<file path="src/design/lpx_pkg.sv">
// Shared constants and types for the low-power x16 memory pin interface
`default_nettype none
package lpx_pkg;
   localparam int DATA_W      = 16;
   localparam int BYTE_W      = 8;
   localparam int ADDR_W      = 13;
   localparam int BANK_W      = 2;
   localparam int DIES        = 2;
   localparam int BANKS       = 4;
   localparam int BURST_LEN   = 4;
   localparam int FIFO_DEPTH  = 16;
   localparam int CAS_LAT     = 2;
   localparam int MEM_WORDS   = 64;
   localparam int AP_BIT      = 10;
   localparam logic [1:0] SEL_BASE_MODE = 2'h0;
   localparam logic [1:0] SEL_EXT_MODE  = 2'h2;
   localparam logic [ADDR_W-1:0] MODE_RESET = 13'h0000;
   // Command code {ras_n, cas_n, we_n} with chip select low
   typedef enum logic [2:0] {
      LPX_CMD_NOP   = 3'h7,
      LPX_CMD_ACT   = 3'h3,
      LPX_CMD_READ  = 3'h5,
      LPX_CMD_WRITE = 3'h4,
      LPX_CMD_PRE   = 3'h2,
      LPX_CMD_REF   = 3'h1,
      LPX_CMD_MODE  = 3'h0,
      LPX_CMD_STOP  = 3'h6
   } lpx_cmd_t;
   // Power state of a die
   typedef enum logic [3:0] {
      LPX_PWR_ON     = 4'h1,
      LPX_PWR_PRE_PD = 4'h2,
      LPX_PWR_ACT_PD = 4'h4,
      LPX_PWR_SREF   = 4'h8
   } lpx_pwr_t;
   // Controller sequencer states
   typedef enum logic [3:0] {
      LPX_H_IDLE = 4'h1,
      LPX_H_ACT  = 4'h2,
      LPX_H_CMD  = 4'h4,
      LPX_H_WAIT = 4'h8
   } lpx_host_st_t;
endpackage
`default_nettype wire

</file>
<file path="src/design/lpx_bus_if.sv">
// Pin bundle joining controller and memory ends
`default_nettype none
interface lpx_bus_if;
   import lpx_pkg::*;
   logic [DIES-1:0]   clock_enable;
   logic [DIES-1:0]   chip_select_n;
   logic              ras_n;
   logic              cas_n;
   logic              we_n;
   logic [BANK_W-1:0] bank;
   logic [ADDR_W-1:0] addr;
   logic [1:0]        byte_write_mask;
   logic [DATA_W-1:0] dq_h;
   logic              dq_oe_h;
   logic [1:0]        strobe_h;
   logic [DATA_W-1:0] dq_m;
   logic [DIES-1:0]   dq_oe_m;
   logic [1:0]        strobe_m;
   modport host (output clock_enable, chip_select_n, ras_n, cas_n, we_n, bank, addr,
                 byte_write_mask, dq_h, dq_oe_h, strobe_h,
                 input dq_m, dq_oe_m, strobe_m);
   modport mem (input clock_enable, chip_select_n, ras_n, cas_n, we_n, bank, addr,
                byte_write_mask, dq_h, dq_oe_h, strobe_h,
                output dq_m, dq_oe_m, strobe_m);
endinterface
`default_nettype wire

</file>
<file path="src/design/lpx_fifo.sv">
// Parameterised flip-flop FIFO with valid/ready on both sides
`default_nettype none
module lpx_fifo
   import lpx_pkg::*;
#(
   parameter int WIDTH = 32,
   parameter int DEPTH = FIFO_DEPTH
) (
   input  wire logic             clk_i,
   input  wire logic             rst_n_i,
   input  wire logic [WIDTH-1:0] in_data_i,
   input  wire logic             in_valid_i,
   output logic                  in_ready_o,
   output logic      [WIDTH-1:0] out_data_o,
   output logic                  out_valid_o,
   input  wire logic             out_ready_i
);
   localparam int PW = $clog2(DEPTH);
   logic [WIDTH-1:0] mem [DEPTH];
   logic [PW-1:0]    wr_ptr, rd_ptr, next_wr_ptr, next_rd_ptr;
   logic [PW:0]      count, next_count;
   logic             push, pop;

   // Honest flags from the fill count
   assign in_ready_o  = (count != (PW+1)'(DEPTH));
   assign out_valid_o = (count != '0);
   assign out_data_o  = mem[rd_ptr];
   assign push        = in_valid_i && in_ready_o;
   assign pop         = out_valid_o && out_ready_i;

   // Pointer and count update
   always_comb begin
      next_wr_ptr = push ? PW'(wr_ptr + 1'b1) : wr_ptr;
      next_rd_ptr = pop ? PW'(rd_ptr + 1'b1) : rd_ptr;
      next_count  = (PW+1)'(count + {PW'(0), push} - {PW'(0), pop});
   end

   always_ff @(posedge clk_i or negedge rst_n_i) begin
      if (!rst_n_i) begin
         wr_ptr <= '0;
         rd_ptr <= '0;
         count  <= '0;
      end else begin
         wr_ptr <= next_wr_ptr;
         rd_ptr <= next_rd_ptr;
         count  <= next_count;
      end
   end

   // Storage has no reset; contents are guarded by count
   always_ff @(posedge clk_i) begin
      if (push) begin
         mem[wr_ptr] <= in_data_i;
      end
   end
endmodule
`default_nettype wire

</file>
<file path="src/design/lpx_mem.sv">
// Memory end: two dies decoding commands, with read data through a FIFO
// Operation
// - Sample all control on rising clock only
// - Clock enable low stops clocks, buffers, drivers
// - Idle banks: precharge down/self refresh, else active
// - Controller keeps clock enable high during access
// - Power-down ignores inputs except clock, enable
// - Chip select high masks the command
// - Command from select, row, column, write strobes
// - Shared 16-bit two-way data bus
// - Strobes travel with data in both directions
// - Lower strobe bits 0-7, upper 8-15
// - Masked write beats are not stored
// - Write masks ignored during reads
// - Lower mask bits 0-7, upper 8-15
// - Bank select picks bank for commands
// - Bank select picks base or extended mode
// - Row on activate, column plus flag otherwise
// - Address bit ten closes one or all
// - Mode load takes opcode from address
// - Each die answers only its select
// - Other die accessed after burst completes
`default_nettype none
module lpx_mem
   import lpx_pkg::*;
#(
   parameter int WORDS = MEM_WORDS
) (
   input  wire logic                REF_CLK_I,
   input  wire logic                RSTN_I,
   lpx_bus_if.mem                   bus,
   output logic [DIES*BANKS-1:0]    BANK_OPEN_O,
   output logic [DIES*4-1:0]        POWER_STATE_O,
   output logic [DIES*ADDR_W-1:0]   BASE_MODE_O,
   output logic [DIES*ADDR_W-1:0]   EXT_MODE_O
);
   localparam int IW = $clog2(WORDS);
   logic [DATA_W-1:0] store [DIES][WORDS];
   logic [BANKS-1:0]  open_bank [DIES];
   logic [BANKS-1:0]  next_open [DIES];
   lpx_pwr_t          pwr [DIES];
   lpx_pwr_t          next_pwr [DIES];
   logic [ADDR_W-1:0] base_mode [DIES];
   logic [ADDR_W-1:0] next_base_mode [DIES];
   logic [ADDR_W-1:0] ext_mode [DIES];
   logic [ADDR_W-1:0] next_ext_mode [DIES];
   logic [ADDR_W-1:0] row [DIES][BANKS];
   logic [ADDR_W-1:0] next_row [DIES][BANKS];
   logic [DIES-1:0]   cke_q;
   logic [DIES-1:0]   live;
   logic [DIES-1:0]   hit;
   logic [DIES-1:0]   wr_hit;
   logic [1:0]        lane_en;
   lpx_cmd_t          cmd;
   logic              rd_req;
   logic              rd_die, next_rd_die;
   logic [IW-1:0]     rd_idx;
   logic [DATA_W:0]   f_in, f_out;
   logic              f_valid, f_in_ready;
   logic              send;

   // Command code from the three strobes
   assign cmd = lpx_cmd_t'({bus.ras_n, bus.cas_n, bus.we_n});

   // A die listens only with its enable high and not powered down
   always_comb begin
      for (int d = 0; d < DIES; d++) begin
         live[d] = bus.clock_enable[d] && cke_q[d] && !bus.chip_select_n[d];
         // Column commands reach only a bank that an activate opened
         hit[d]  = live[d] && open_bank[d][bus.bank];
      end
   end

   // Power and bank state per die
   always_comb begin
      for (int d = 0; d < DIES; d++) begin
         next_open[d] = open_bank[d];
         next_pwr[d]  = pwr[d];
         if (!bus.clock_enable[d] && pwr[d] == LPX_PWR_ON) begin
            // Entry mode follows the bank state
            if (open_bank[d] != '0) next_pwr[d] = LPX_PWR_ACT_PD;
            else if (!bus.chip_select_n[d] && cmd == LPX_CMD_REF) next_pwr[d] = LPX_PWR_SREF;
            else next_pwr[d] = LPX_PWR_PRE_PD;
         end else if (bus.clock_enable[d]) begin
            next_pwr[d] = LPX_PWR_ON;
         end
         if (live[d]) begin
            if (cmd == LPX_CMD_ACT) begin
               next_open[d][bus.bank] = 1'b1;
            end else if (cmd == LPX_CMD_PRE) begin
               if (bus.addr[AP_BIT]) next_open[d] = '0;
               else next_open[d][bus.bank] = 1'b0;
            end else if ((cmd == LPX_CMD_READ || cmd == LPX_CMD_WRITE) && bus.addr[AP_BIT]) begin
               next_open[d][bus.bank] = 1'b0;
            end
         end
      end
   end

   // Row and mode registers; a load lands only on a listening die
   always_comb begin
      for (int d = 0; d < DIES; d++) begin
         next_base_mode[d] = base_mode[d];
         next_ext_mode[d]  = ext_mode[d];
         for (int b = 0; b < BANKS; b++) next_row[d][b] = row[d][b];
         if (live[d] && cmd == LPX_CMD_ACT) next_row[d][bus.bank] = bus.addr;
         if (live[d] && cmd == LPX_CMD_MODE) begin
            if (bus.bank == SEL_BASE_MODE) next_base_mode[d] = bus.addr;
            else if (bus.bank == SEL_EXT_MODE) next_ext_mode[d] = bus.addr;
         end
      end
   end

   // Read request picks the live die with an open bank
   always_comb begin
      rd_req      = 1'b0;
      next_rd_die = 1'b0;
      for (int d = 0; d < DIES; d++) begin
         if (hit[d] && cmd == LPX_CMD_READ) begin
            rd_req      = 1'b1;
            next_rd_die = 1'(d);
         end
      end
      rd_die = next_rd_die;
      rd_idx = IW'(bus.addr);
      f_in   = {rd_die, store[rd_die][rd_idx]};
   end

   // All sampling on the rising edge only
   always_ff @(posedge REF_CLK_I or negedge RSTN_I) begin
      if (!RSTN_I) begin
         cke_q    <= '0;
         for (int d = 0; d < DIES; d++) begin
            open_bank[d] <= '0;
            pwr[d]       <= LPX_PWR_PRE_PD;
            base_mode[d] <= MODE_RESET;
            ext_mode[d]  <= MODE_RESET;
            for (int b = 0; b < BANKS; b++) row[d][b] <= '0;
         end
      end else begin
         cke_q    <= bus.clock_enable;
         for (int d = 0; d < DIES; d++) begin
            open_bank[d] <= next_open[d];
            pwr[d]       <= next_pwr[d];
            base_mode[d] <= next_base_mode[d];
            ext_mode[d]  <= next_ext_mode[d];
            for (int b = 0; b < BANKS; b++) row[d][b] <= next_row[d][b];
         end
      end
   end

   // Byte lanes a write may touch; each lane gated by its own mask
   always_comb begin
      for (int d = 0; d < DIES; d++) begin
         wr_hit[d] = hit[d] && cmd == LPX_CMD_WRITE && bus.dq_oe_h;
      end
      for (int b = 0; b < 2; b++) begin
         lane_en[b] = bus.strobe_h[b] && !bus.byte_write_mask[b];
      end
   end

   // Storage has no reset; a word read before its first write is unknown
   always_ff @(posedge REF_CLK_I) begin
      for (int d = 0; d < DIES; d++) begin
         for (int b = 0; b < 2; b++) begin
            if (wr_hit[d] && lane_en[b]) begin
               store[d][IW'(bus.addr)][b*BYTE_W +: BYTE_W] <= bus.dq_h[b*BYTE_W +: BYTE_W];
            end
         end
      end
   end

   // Read words queue here; masks never reach this path
   // A read arriving with the queue full is dropped, the pins never stall
   lpx_fifo #(
      .WIDTH (DATA_W + 1),
      .DEPTH (FIFO_DEPTH)
   ) u_rd_fifo (
      .clk_i       (REF_CLK_I),
      .rst_n_i     (RSTN_I),
      .in_data_i   (f_in),
      .in_valid_i  (rd_req && f_in_ready),
      .in_ready_o  (f_in_ready),
      .out_data_o  (f_out),
      .out_valid_o (f_valid),
      .out_ready_i (send)
   );

   // Drain only while that die's drivers are on; overflow drops are silent, no flag shows them
   assign send = f_valid && bus.clock_enable[f_out[DATA_W]];

   // Drive bus only while returning data, otherwise released
   always_comb begin
      bus.dq_oe_m = '0;
      if (send) bus.dq_oe_m[f_out[DATA_W]] = 1'b1;
      bus.dq_m     = f_out[DATA_W-1:0];
      bus.strobe_m = {2{send}};
   end

   // Status views
   always_comb begin
      for (int d = 0; d < DIES; d++) begin
         BANK_OPEN_O[d*BANKS +: BANKS]    = open_bank[d];
         POWER_STATE_O[d*4 +: 4]          = pwr[d];
         BASE_MODE_O[d*ADDR_W +: ADDR_W]  = base_mode[d];
         EXT_MODE_O[d*ADDR_W +: ADDR_W]   = ext_mode[d];
      end
   end
endmodule
`default_nettype wire

</file>
<file path="src/flat_wrapper.sv">
// flat-port wrapper written by rule: the top's interface ports become plain ports
module lpx_mem_flat import lpx_pkg::*;
#(
   parameter int WORDS = MEM_WORDS
)
  (REF_CLK_I, RSTN_I, BANK_OPEN_O, POWER_STATE_O, BASE_MODE_O, EXT_MODE_O, bus_clock_enable, bus_chip_select_n, bus_ras_n, bus_cas_n, bus_we_n, bus_bank, bus_addr, bus_byte_write_mask, bus_dq_h, bus_dq_oe_h, bus_strobe_h, bus_dq_m, bus_dq_oe_m, bus_strobe_m);
  lpx_bus_if bus_i ();
  input  wire logic REF_CLK_I;
  input  wire logic RSTN_I;
  output logic [DIES*BANKS-1:0] BANK_OPEN_O;
  output logic [DIES*4-1:0] POWER_STATE_O;
  output logic [DIES*ADDR_W-1:0] BASE_MODE_O;
  output logic [DIES*ADDR_W-1:0] EXT_MODE_O;
  input wire logic [$bits(bus_i.clock_enable)-1:0] bus_clock_enable;
  input wire logic [$bits(bus_i.chip_select_n)-1:0] bus_chip_select_n;
  input wire logic [$bits(bus_i.ras_n)-1:0] bus_ras_n;
  input wire logic [$bits(bus_i.cas_n)-1:0] bus_cas_n;
  input wire logic [$bits(bus_i.we_n)-1:0] bus_we_n;
  input wire logic [$bits(bus_i.bank)-1:0] bus_bank;
  input wire logic [$bits(bus_i.addr)-1:0] bus_addr;
  input wire logic [$bits(bus_i.byte_write_mask)-1:0] bus_byte_write_mask;
  input wire logic [$bits(bus_i.dq_h)-1:0] bus_dq_h;
  input wire logic [$bits(bus_i.dq_oe_h)-1:0] bus_dq_oe_h;
  input wire logic [$bits(bus_i.strobe_h)-1:0] bus_strobe_h;
  output wire logic [$bits(bus_i.dq_m)-1:0] bus_dq_m;
  output wire logic [$bits(bus_i.dq_oe_m)-1:0] bus_dq_oe_m;
  output wire logic [$bits(bus_i.strobe_m)-1:0] bus_strobe_m;
  assign bus_i.clock_enable = bus_clock_enable;
  assign bus_i.chip_select_n = bus_chip_select_n;
  assign bus_i.ras_n = bus_ras_n;
  assign bus_i.cas_n = bus_cas_n;
  assign bus_i.we_n = bus_we_n;
  assign bus_i.bank = bus_bank;
  assign bus_i.addr = bus_addr;
  assign bus_i.byte_write_mask = bus_byte_write_mask;
  assign bus_i.dq_h = bus_dq_h;
  assign bus_i.dq_oe_h = bus_dq_oe_h;
  assign bus_i.strobe_h = bus_strobe_h;
  assign bus_dq_m = bus_i.dq_m;
  assign bus_dq_oe_m = bus_i.dq_oe_m;
  assign bus_strobe_m = bus_i.strobe_m;
  lpx_mem #(.WORDS(WORDS)) u_core (.REF_CLK_I(REF_CLK_I), .RSTN_I(RSTN_I), .bus(bus_i), .BANK_OPEN_O(BANK_OPEN_O), .POWER_STATE_O(POWER_STATE_O), .BASE_MODE_O(BASE_MODE_O), .EXT_MODE_O(EXT_MODE_O));
endmodule
</file>
<file path="config.mk">
export PLATFORM = sky130hd
export DESIGN_NAME = lpx_mem_flat
export DESIGN_NICKNAME = d
export VERILOG_FILES = /design/src/design/lpx_pkg.sv /design/src/design/lpx_bus_if.sv /design/src/design/lpx_fifo.sv /design/src/design/lpx_mem.sv /design/src/flat_wrapper.sv
export SDC_FILE = /design/constraint.sdc
export NUM_CORES = 2
export LEC_CHECK = 0
export CAP_MARGIN = 20
export CORE_UTILIZATION = 43
export CTS_CLUSTER_SIZE = 30
export DETAILED_ROUTE_END_ITERATION = 16
export DONT_BUFFER_PORTS = 1
export GPL_ROUTABILITY_DRIVEN = 1
export PLACE_DENSITY = 0.69
export SLEW_MARGIN = 15
export SYNTH_ARGS = -nofsm -noshare
export SYNTH_HDL_FRONTEND = slang
export SYNTH_SLANG_ARGS = --single-unit
</file>
<file path="constraint.sdc">
create_clock -name REF_CLK_I -period 4.9 [get_ports REF_CLK_I]
set_input_delay 0.245 -clock REF_CLK_I [delete_from_list [all_inputs] [get_ports REF_CLK_I]]
set_output_delay 0.245 -clock REF_CLK_I [all_outputs]
set_load 0.05 [all_outputs]
</file>
== Word-level counts from Yosys, hierarchy flattened ==
Memories as Yosys holds them, arrays and structs flattened.
Cells that the tools add are included.
Cells by class
  add/sub/neg operators: 4
  multipliers: 0
  divide/modulo/power cells: 0
  $lt $le $gt $ge: 6
  eq/ne operators: 9
  shift-type cells: 0
  mux-type cells: 2095
  bitwise logic cells: 2055
  reductions and logical operators: 53
Operators by type and width (count)
  2-to-1 mux 1024 bit: 4
  2-to-1 mux 1 bit: 2063
  bitwise OR 1 bit: 2048
  demux 16 bit (select 6 bit): 2
  binary-select mux 16 bit (select 6 bit): 1
  2-to-1 mux 4 bit: 16
  2-to-1 mux 16 bit: 3
  logical AND 1 bit: 32
  adder 4 x 1 -> 4 bit, second input constant: 2
  AND 4 bit: 2
  == test 4 x 1 -> 1 bit, second input constant: 2
  2-to-1 mux 8 bit: 1
  bitwise OR 4 bit: 2
  AND reduction 2 bit: 4
  nonzero test 4 bit: 2
  greater-or-equal comparator 7 bit, second input constant: 1
  < comparator 7 x 1 -> 1 bit, second input constant: 1
  inverter 6 -> 7 bit: 1
  == test 3 x 2 -> 1 bit, second input constant: 2
  == test 3 bit, second input constant: 2
  zero test 1 bit: 6
  AND reduction 3 bit: 2
  adder 5 x 1 -> 5 bit: 1
  inequality test 5 bit, second input constant: 1
  19 further kinds: 21
Word-level totals
  flip-flop bits (word level): 83
  bits in latches: 0
  memory bits (writable): 2320
  memory bits (read-only): 0
  bits of input ports: 45
  output and inout port bits: 88
  word-level logic and storage cells: 4236
  memories kept: 2
Memories
  u_core.store: words 2, width 1024, rd ports 1, clocked after memory_dff 0, wr ports 2, line lpx_mem.sv:38  | logic [DATA_W-1:0] store [DIES][WORDS];
  u_core.u_rd_fifo.mem: words 16, width 17, rd ports 1, clocked after memory_dff 0, wr ports 1, line lpx_fifo.sv:19  | logic [WIDTH-1:0] mem [DEPTH];

== Longest topological paths before layout ==
  word-level depth: 10
  depth in mapped cells: 19
  mapped depth without buffers: 16

== Hierarchy ==
A second synthesis with hierarchy kept.
Second synthesis, totals
  cells, all modules: 5306
  area total of the unflattened synthesis: 93766.2 um^2
Modules (own cells, without submodules)
  lpx_mem: times used 1, cells an instance 4727, area each 82522.9 um^2, seq. area each 63253.2 um^2
  lpx_fifo: times used 1, cells an instance 579, area each 11243.3 um^2, seq. area each 8493.1 um^2

== Least setup slack after synthesis ==
OpenSTA, ideal clock, no wires.
  path type: flip-flop to flip-flop
  from: register u_core.open_bank, in the netlist u_core.BANK_OPEN_O[5]
  to: memory u_core.u_rd_fifo.mem[0][8] (netlist bit), data pin
  data arrival time: 3583 ps
  required time: 4519 ps
  path slack: 936 ps
  stages on the path, launching flop included: 15
  period minus slack after synthesis: 3964 ps
  cells stage by stage: dfrtp_1 -> mux4_2 -> buf_4 -> nand3_4 -> inv_2 -> buf_4 -> buf_4 -> buf_4 -> buf_4 -> buf_2 -> buf_2 -> mux2i_1 -> o22ai_1 -> o31ai_1 -> nand4_1
On the way
  word-level cells in the longest chain between the ends: 9
Ends and longest elaborated chain
  start: declaration: line lpx_mem.sv:39  | logic [BANKS-1:0] open_bank [DIES];
  start signal: indexed assignment: line lpx_mem.sv:143  | open_bank[d] <= next_open[d];
  binary-select mux 1 bit (select 2 bit): line lpx_mem.sv:70  | hit[d] = live[d] && open_bank[d][bus.bank];
  2-to-1 mux 1 bit (not written as such): line lpx_mem.sv:70
  logical AND 1 bit: line lpx_mem.sv:70
  logical AND 1 bit: line lpx_mem.sv:119  | if (hit[d] && cmd == LPX_CMD_READ) begin
  2-to-1 mux 1 bit: line lpx_mem.sv:119
  named net u_core.f_in[16]: line lpx_mem.sv:58  | logic [DATA_W:0] f_in, f_out;
  memory read (2 x 1024 bit)
  binary-select mux 16 bit (select 6 bit): line lpx_mem.sv:126  | f_in = {rd_die, store[rd_die][rd_idx]};
  2-to-1 mux 16 bit (not written as such) (2 in a row): line lpx_mem.sv:126
  named net u_core.f_in[8]: line lpx_mem.sv:58
  end: declaration: line lpx_fifo.sv:19
The timed path passes the listed nets, and every way through them passes these cells. The select of a mux whose other input is x is not followed.

== Final worst setup path ==
  from: register u_core.open_bank, in the netlist u_core.BANK_OPEN_O[7]
  to: memory u_core.u_rd_fifo.mem[8][8] (netlist bit), data pin
On the way
  word-level cells in the longest chain between the ends: 9
Ends and longest elaborated chain (line)
  binary-select mux 1 bit (select 2 bit): lpx_mem.sv:70
  2-to-1 mux 1 bit (not written as such): lpx_mem.sv:70
  logical AND 1 bit: lpx_mem.sv:70
  logical AND 1 bit: lpx_mem.sv:119
  2-to-1 mux 1 bit: lpx_mem.sv:119
  memory read (2 x 1024 bit)
  binary-select mux 16 bit (select 6 bit): lpx_mem.sv:126
  2-to-1 mux 16 bit (not written as such) (2 in a row): lpx_mem.sv:126
  named net u_core.f_in[8]: lpx_mem.sv:58
The timed path passes the listed nets, and every way through them passes these cells. The select of a mux whose other input is x is not followed.

==> results.txt <==
----------------------------------------------------
[Synthesis]
  Proportion of synthesized flip-flops having asynchronous set or reset ... 0.0345
  Sequential share of the synthesized area ... 0.764
  Most used DFF post-synth ... sky130_fd_sc_hd__edfxtp_1
  Synthesized area per cell ... between 15 and 20 µm²
  Warning count from the yosys run ... 0
  Number of flip-flops and latches in the synthesized netlist ... between 2,000 and 2,500
  Post-Synthesis Cell Area ... approximately 94,000 µm²
  Mapped Cells ... roughly 5,200
  Yosys cell types ... 76
  Number of nets in the synthesized netlist ... around 5,300
  Number of synthesized flops with an enable pin ... roughly 2,300

[CTS]
  H-tree level count ... 4
  Worst skew pair latency ... a little under 0.9 ns
  Clock transition at the register clock pins on the worst setup and hold paths after CTS ... 0.06 ns
  Number of sinks on the clock net ... between 2,000 and 2,500
  Post-CTS setup buffer count ... 0
  CTS tree ... done
  CTS root buf ... sky130_fd_sc_hd__clkbuf_16
  TritonCTS Buffers ... around 230
  Hold bufs inserted after CTS ... between 60 and 70
  Worst-case clock buffer depth ... 3
  Post-cts resize count ... 0

[Place]
  Global placement routability congestion ... approximately 0.90
  Worst slack at placement ... approximately 0.18 ns
  Inst Count DP ... between 8,000 and 9,000
  Number of buffers added on ports ... 0
  HPWL Detailed ... about 150 mm

[Floorplanning]
  IO Count ... 133
  Initial core utilization ... 0.432
  Cell Rows ... between 150 and 200
  Area of the core region ... approximately 220,000 µm²
  Vertical extent of the die ... 469 µm
  Die area ... roughly 220,000 µm²
  Floorplan die width ... approximately 470 µm

[Timing]
  Achievable frequency ... approximately 0.20 GHz
  Slew at the pin closest to its max-slew limit ... 1.16 ns
  Summed negative setup slack over all endpoints ... -1.10 ns
  Final number of setup-violating endpoints ... 16
  Clock period minus worst slack ... 4.98 ns
  Hold violation total from the final report ... 0
  Final worst clock skew ... ~0.053 ns
  Count of final max-slew check failures ... 0
  Max_slew headroom ... 0.224
  Worst path setup slack after routing ... -0.0835 ns
  Final critical-path share of the clock period ... 1.02

[Critical path]
  Critical path endpoint category ... flop
  Crit path max fanout ... 32
  Crit Reg-Reg Startpoint ... u_core.BANK_OPEN_O[7]
  Number of cells on the worst reg-to-reg path ... 12
  CP Launch Type ... flop
  Arrival @ worst endpoint ... approximately 5.6 ns
  Data required time of the critical path ... 5.48 ns
  CP startpoint ... u_core.BANK_OPEN_O[7]
  Setup Crit Path Kind ... reg -> reg
  Setup slack of the most critical reg-to-reg path ... -0.08 ns
  Worst Setup EP ... u_core.u_rd_fifo.mem[8][8]
  Terminus of the critical flop-to-flop path ... u_core.u_rd_fifo.mem[8][8]

[Worst hold path]
  Hold/Removal Path Class ... in -> reg

[Power and ir drop]
  Clock Power Share ... 0.392
  Static Leak ... 0.0330 µW
  Total power ... approximately 45,000 µW
  Power spent charging and discharging nets ... roughly 11,000 µW
  Combinational share of power ... 0.090
  Internal cell power ... 33,700 µW
  Worst IR Drop VDD ... between 300 and 400 µV
  Switching share of total power ... 0.244
  Power per standard cell area ... around 420 nW/µm²
  Sequential power share ... 0.518

[Global routing]
  Overflow left after global routing ... 0
  Largest net degree at the start of global routing ... 198
  Initial antenna violation count ... 7
  All-layer global routing usage ... 0.230
  Vias in the first global route ... 50,700
  Wire length of the first global-routing pass ... 368 mm

[Cells and area]
  Most common library cell in the layout ignoring fill and taps ... sky130_fd_sc_hd__edfxtp_1
  Filler-free cell count of the finished design ... approximately 8,500
  Growth of design area from synthesis to finish ... 13.6%
  Most used cells in the layout excluding fill and tap cells ... 2,320 x sky130_fd_sc_hd__edfxtp_1, 599 x sky130_fd_sc_hd__mux2i_1, 382 x sky130_fd_sc_hd__nand2_1
  Post-Route Utilization ... 0.491
  Fraction of layout cells with a size suffix above 1 ... 0.159
  Final Net Count ... about 5,500

[Outcome]
  Violations in the final reports ... setup timing
  Status ... complete, but fails checks

[Drt]
  Iter 0 DRT Violations ... between 7,000 and 8,000
  Post-Route WL ... 259 mm
  Number of iterations in the first detailed-routing pass ... 8
  Total DRC errors in the routed layout ... 0
  DR vias ... about 52,000
  Average wire length per cell after detail routing ... 30.5 µm
  Drt via density ... between 6 and 7
  Residual antenna-violating net count after detailed routing ... 0

[Run]
  MaxCap Viol Count ... 0

----------------------------------------------------
-- per-stage QoR --
step                      instance area [µm²]  hold WS [ns]
final                                  107000        0.0455
after global routing                   107000        0.0301
after CTS                              107000       0.00457
after detailed placement                98200       -0.0489
after global placement                  98200       -0.0491
after floorplan                         93900       -0.0506
-- Yosys cell counts, drive strengths merged (52+ instances only) --
library cell | n | area (µm²)
mux2i | 599 | 6000
edfxtp | 2320 | 69700
clkbuf | 197 | 739
buf | 125 | 787
a21oi | 119 | 596
o21ai | 52 | 260
mux2 | 67 | 762
nand2 | 390 | 1460
o22ai | 232 | 1450
nor2 | 294 | 1100
mux4 | 216 | 4860
dfrtp | 81 | 2030
-- how the worst min path moves through the flow --
| stage | start | end | slack (ns) | cells past startpoint |
|---|---|---|---|---|
| floorplan | RSTN_I | u_core.BANK_OPEN_O[0] | -0.05 | 0 |
| global placement | RSTN_I | u_core.POWER_STATE_O[6] | -0.05 | 0 |
| detailed placement | RSTN_I | u_core.POWER_STATE_O[4] | -0.05 | 0 |
| CTS | bus_clock_enable[0] | u_core.u_rd_fifo.rd_ptr[0] | 0.005 | 4 |
| global route | bus_clock_enable[0] | u_core.u_rd_fifo.rd_ptr[0] | 0.03 | 4 |
| finish | bus_clock_enable[0] | u_core.u_rd_fifo.rd_ptr[0] | 0.05 | 4 |
-- final cells by class --
class | instances | area (µm²)
inverter | 32 | 128
timing repair buffer | 294 | 3030
sequential | 2403 | 71800
tap | 2854 | 3570
fill | 17400 | 111000
clock inverter | 152 | 1560
antenna | 4 | 10.0
multi-input combinational | 2492 | 20700
clock buffer | 269 | 5880
-- cells by family after synthesis --
group / share of synthesized area
muxes: 0.124
AOI/OAI and AO/OA: 0.0493
adders and majority gates: 0.00168
and+or+nand+nor: 0.0427
DFF: 0.764
buffers and inverters: 0.0175
xor gates and xnor gates: 0.000933
-- layer usage --
layer / track usage / up-vias / share of wire
met5: 0 / - / 0.00018
met4: 0.103 / 6 / 0.046
met3: 0.0529 / 530 / 0.11
met2: 0.360 / 3194 / 0.46
met1: 0.309 / 26800 / 0.38
li1: - / 21400 / -
-- worst max-delay path: stages, from the launching register on --
cell and delay, ns:
sky130_fd_sc_hd__dfrtp_1 0.35, sky130_fd_sc_hd__mux4_2 0.28, sky130_fd_sc_hd__nand3_4 0.16, sky130_fd_sc_hd__inv_8 0.42
sky130_fd_sc_hd__buf_12 0.33, sky130_fd_sc_hd__buf_4 0.29, sky130_fd_sc_hd__buf_4 0.23, sky130_fd_sc_hd__mux2i_1 0.27
sky130_fd_sc_hd__o22ai_1 0.13, sky130_fd_sc_hd__or4_1 0.66, sky130_fd_sc_hd__a2111oi_0 0.49, sky130_fd_sc_hd__nand4_1 0.56
sky130_fd_sc_hd__buf_4 0.42
-- sequential cells by signal (all words and copies together) (netlist names) --
register and cells:
u_core.BANK_OPEN_O 8, u_core.BASE_MODE_O 26, u_core.EXT_MODE_O 26, u_core.POWER_STATE_O 8, u_core.cke_q 2, u_core.store 2048
u_core.u_rd_fifo.count 5, u_core.u_rd_fifo.mem 272, u_core.u_rd_fifo.rd_ptr 4, u_core.u_rd_fifo.wr_ptr 4
-- power groups by stage --
stage | Combinational, µW | Sequential, µW | Clock [µW]
after floorplan | 2560 | 23400 | 0
after global placement | 3530 | 23500 | 0
after detailed placement | 3590 | 23500 | 0
after CTS | 4000 | 23100 | 17600
after global routing | 4230 | 23100 | 18400
final | 4030 | 23100 | 17500
Power figures use the tool's default switching activity.
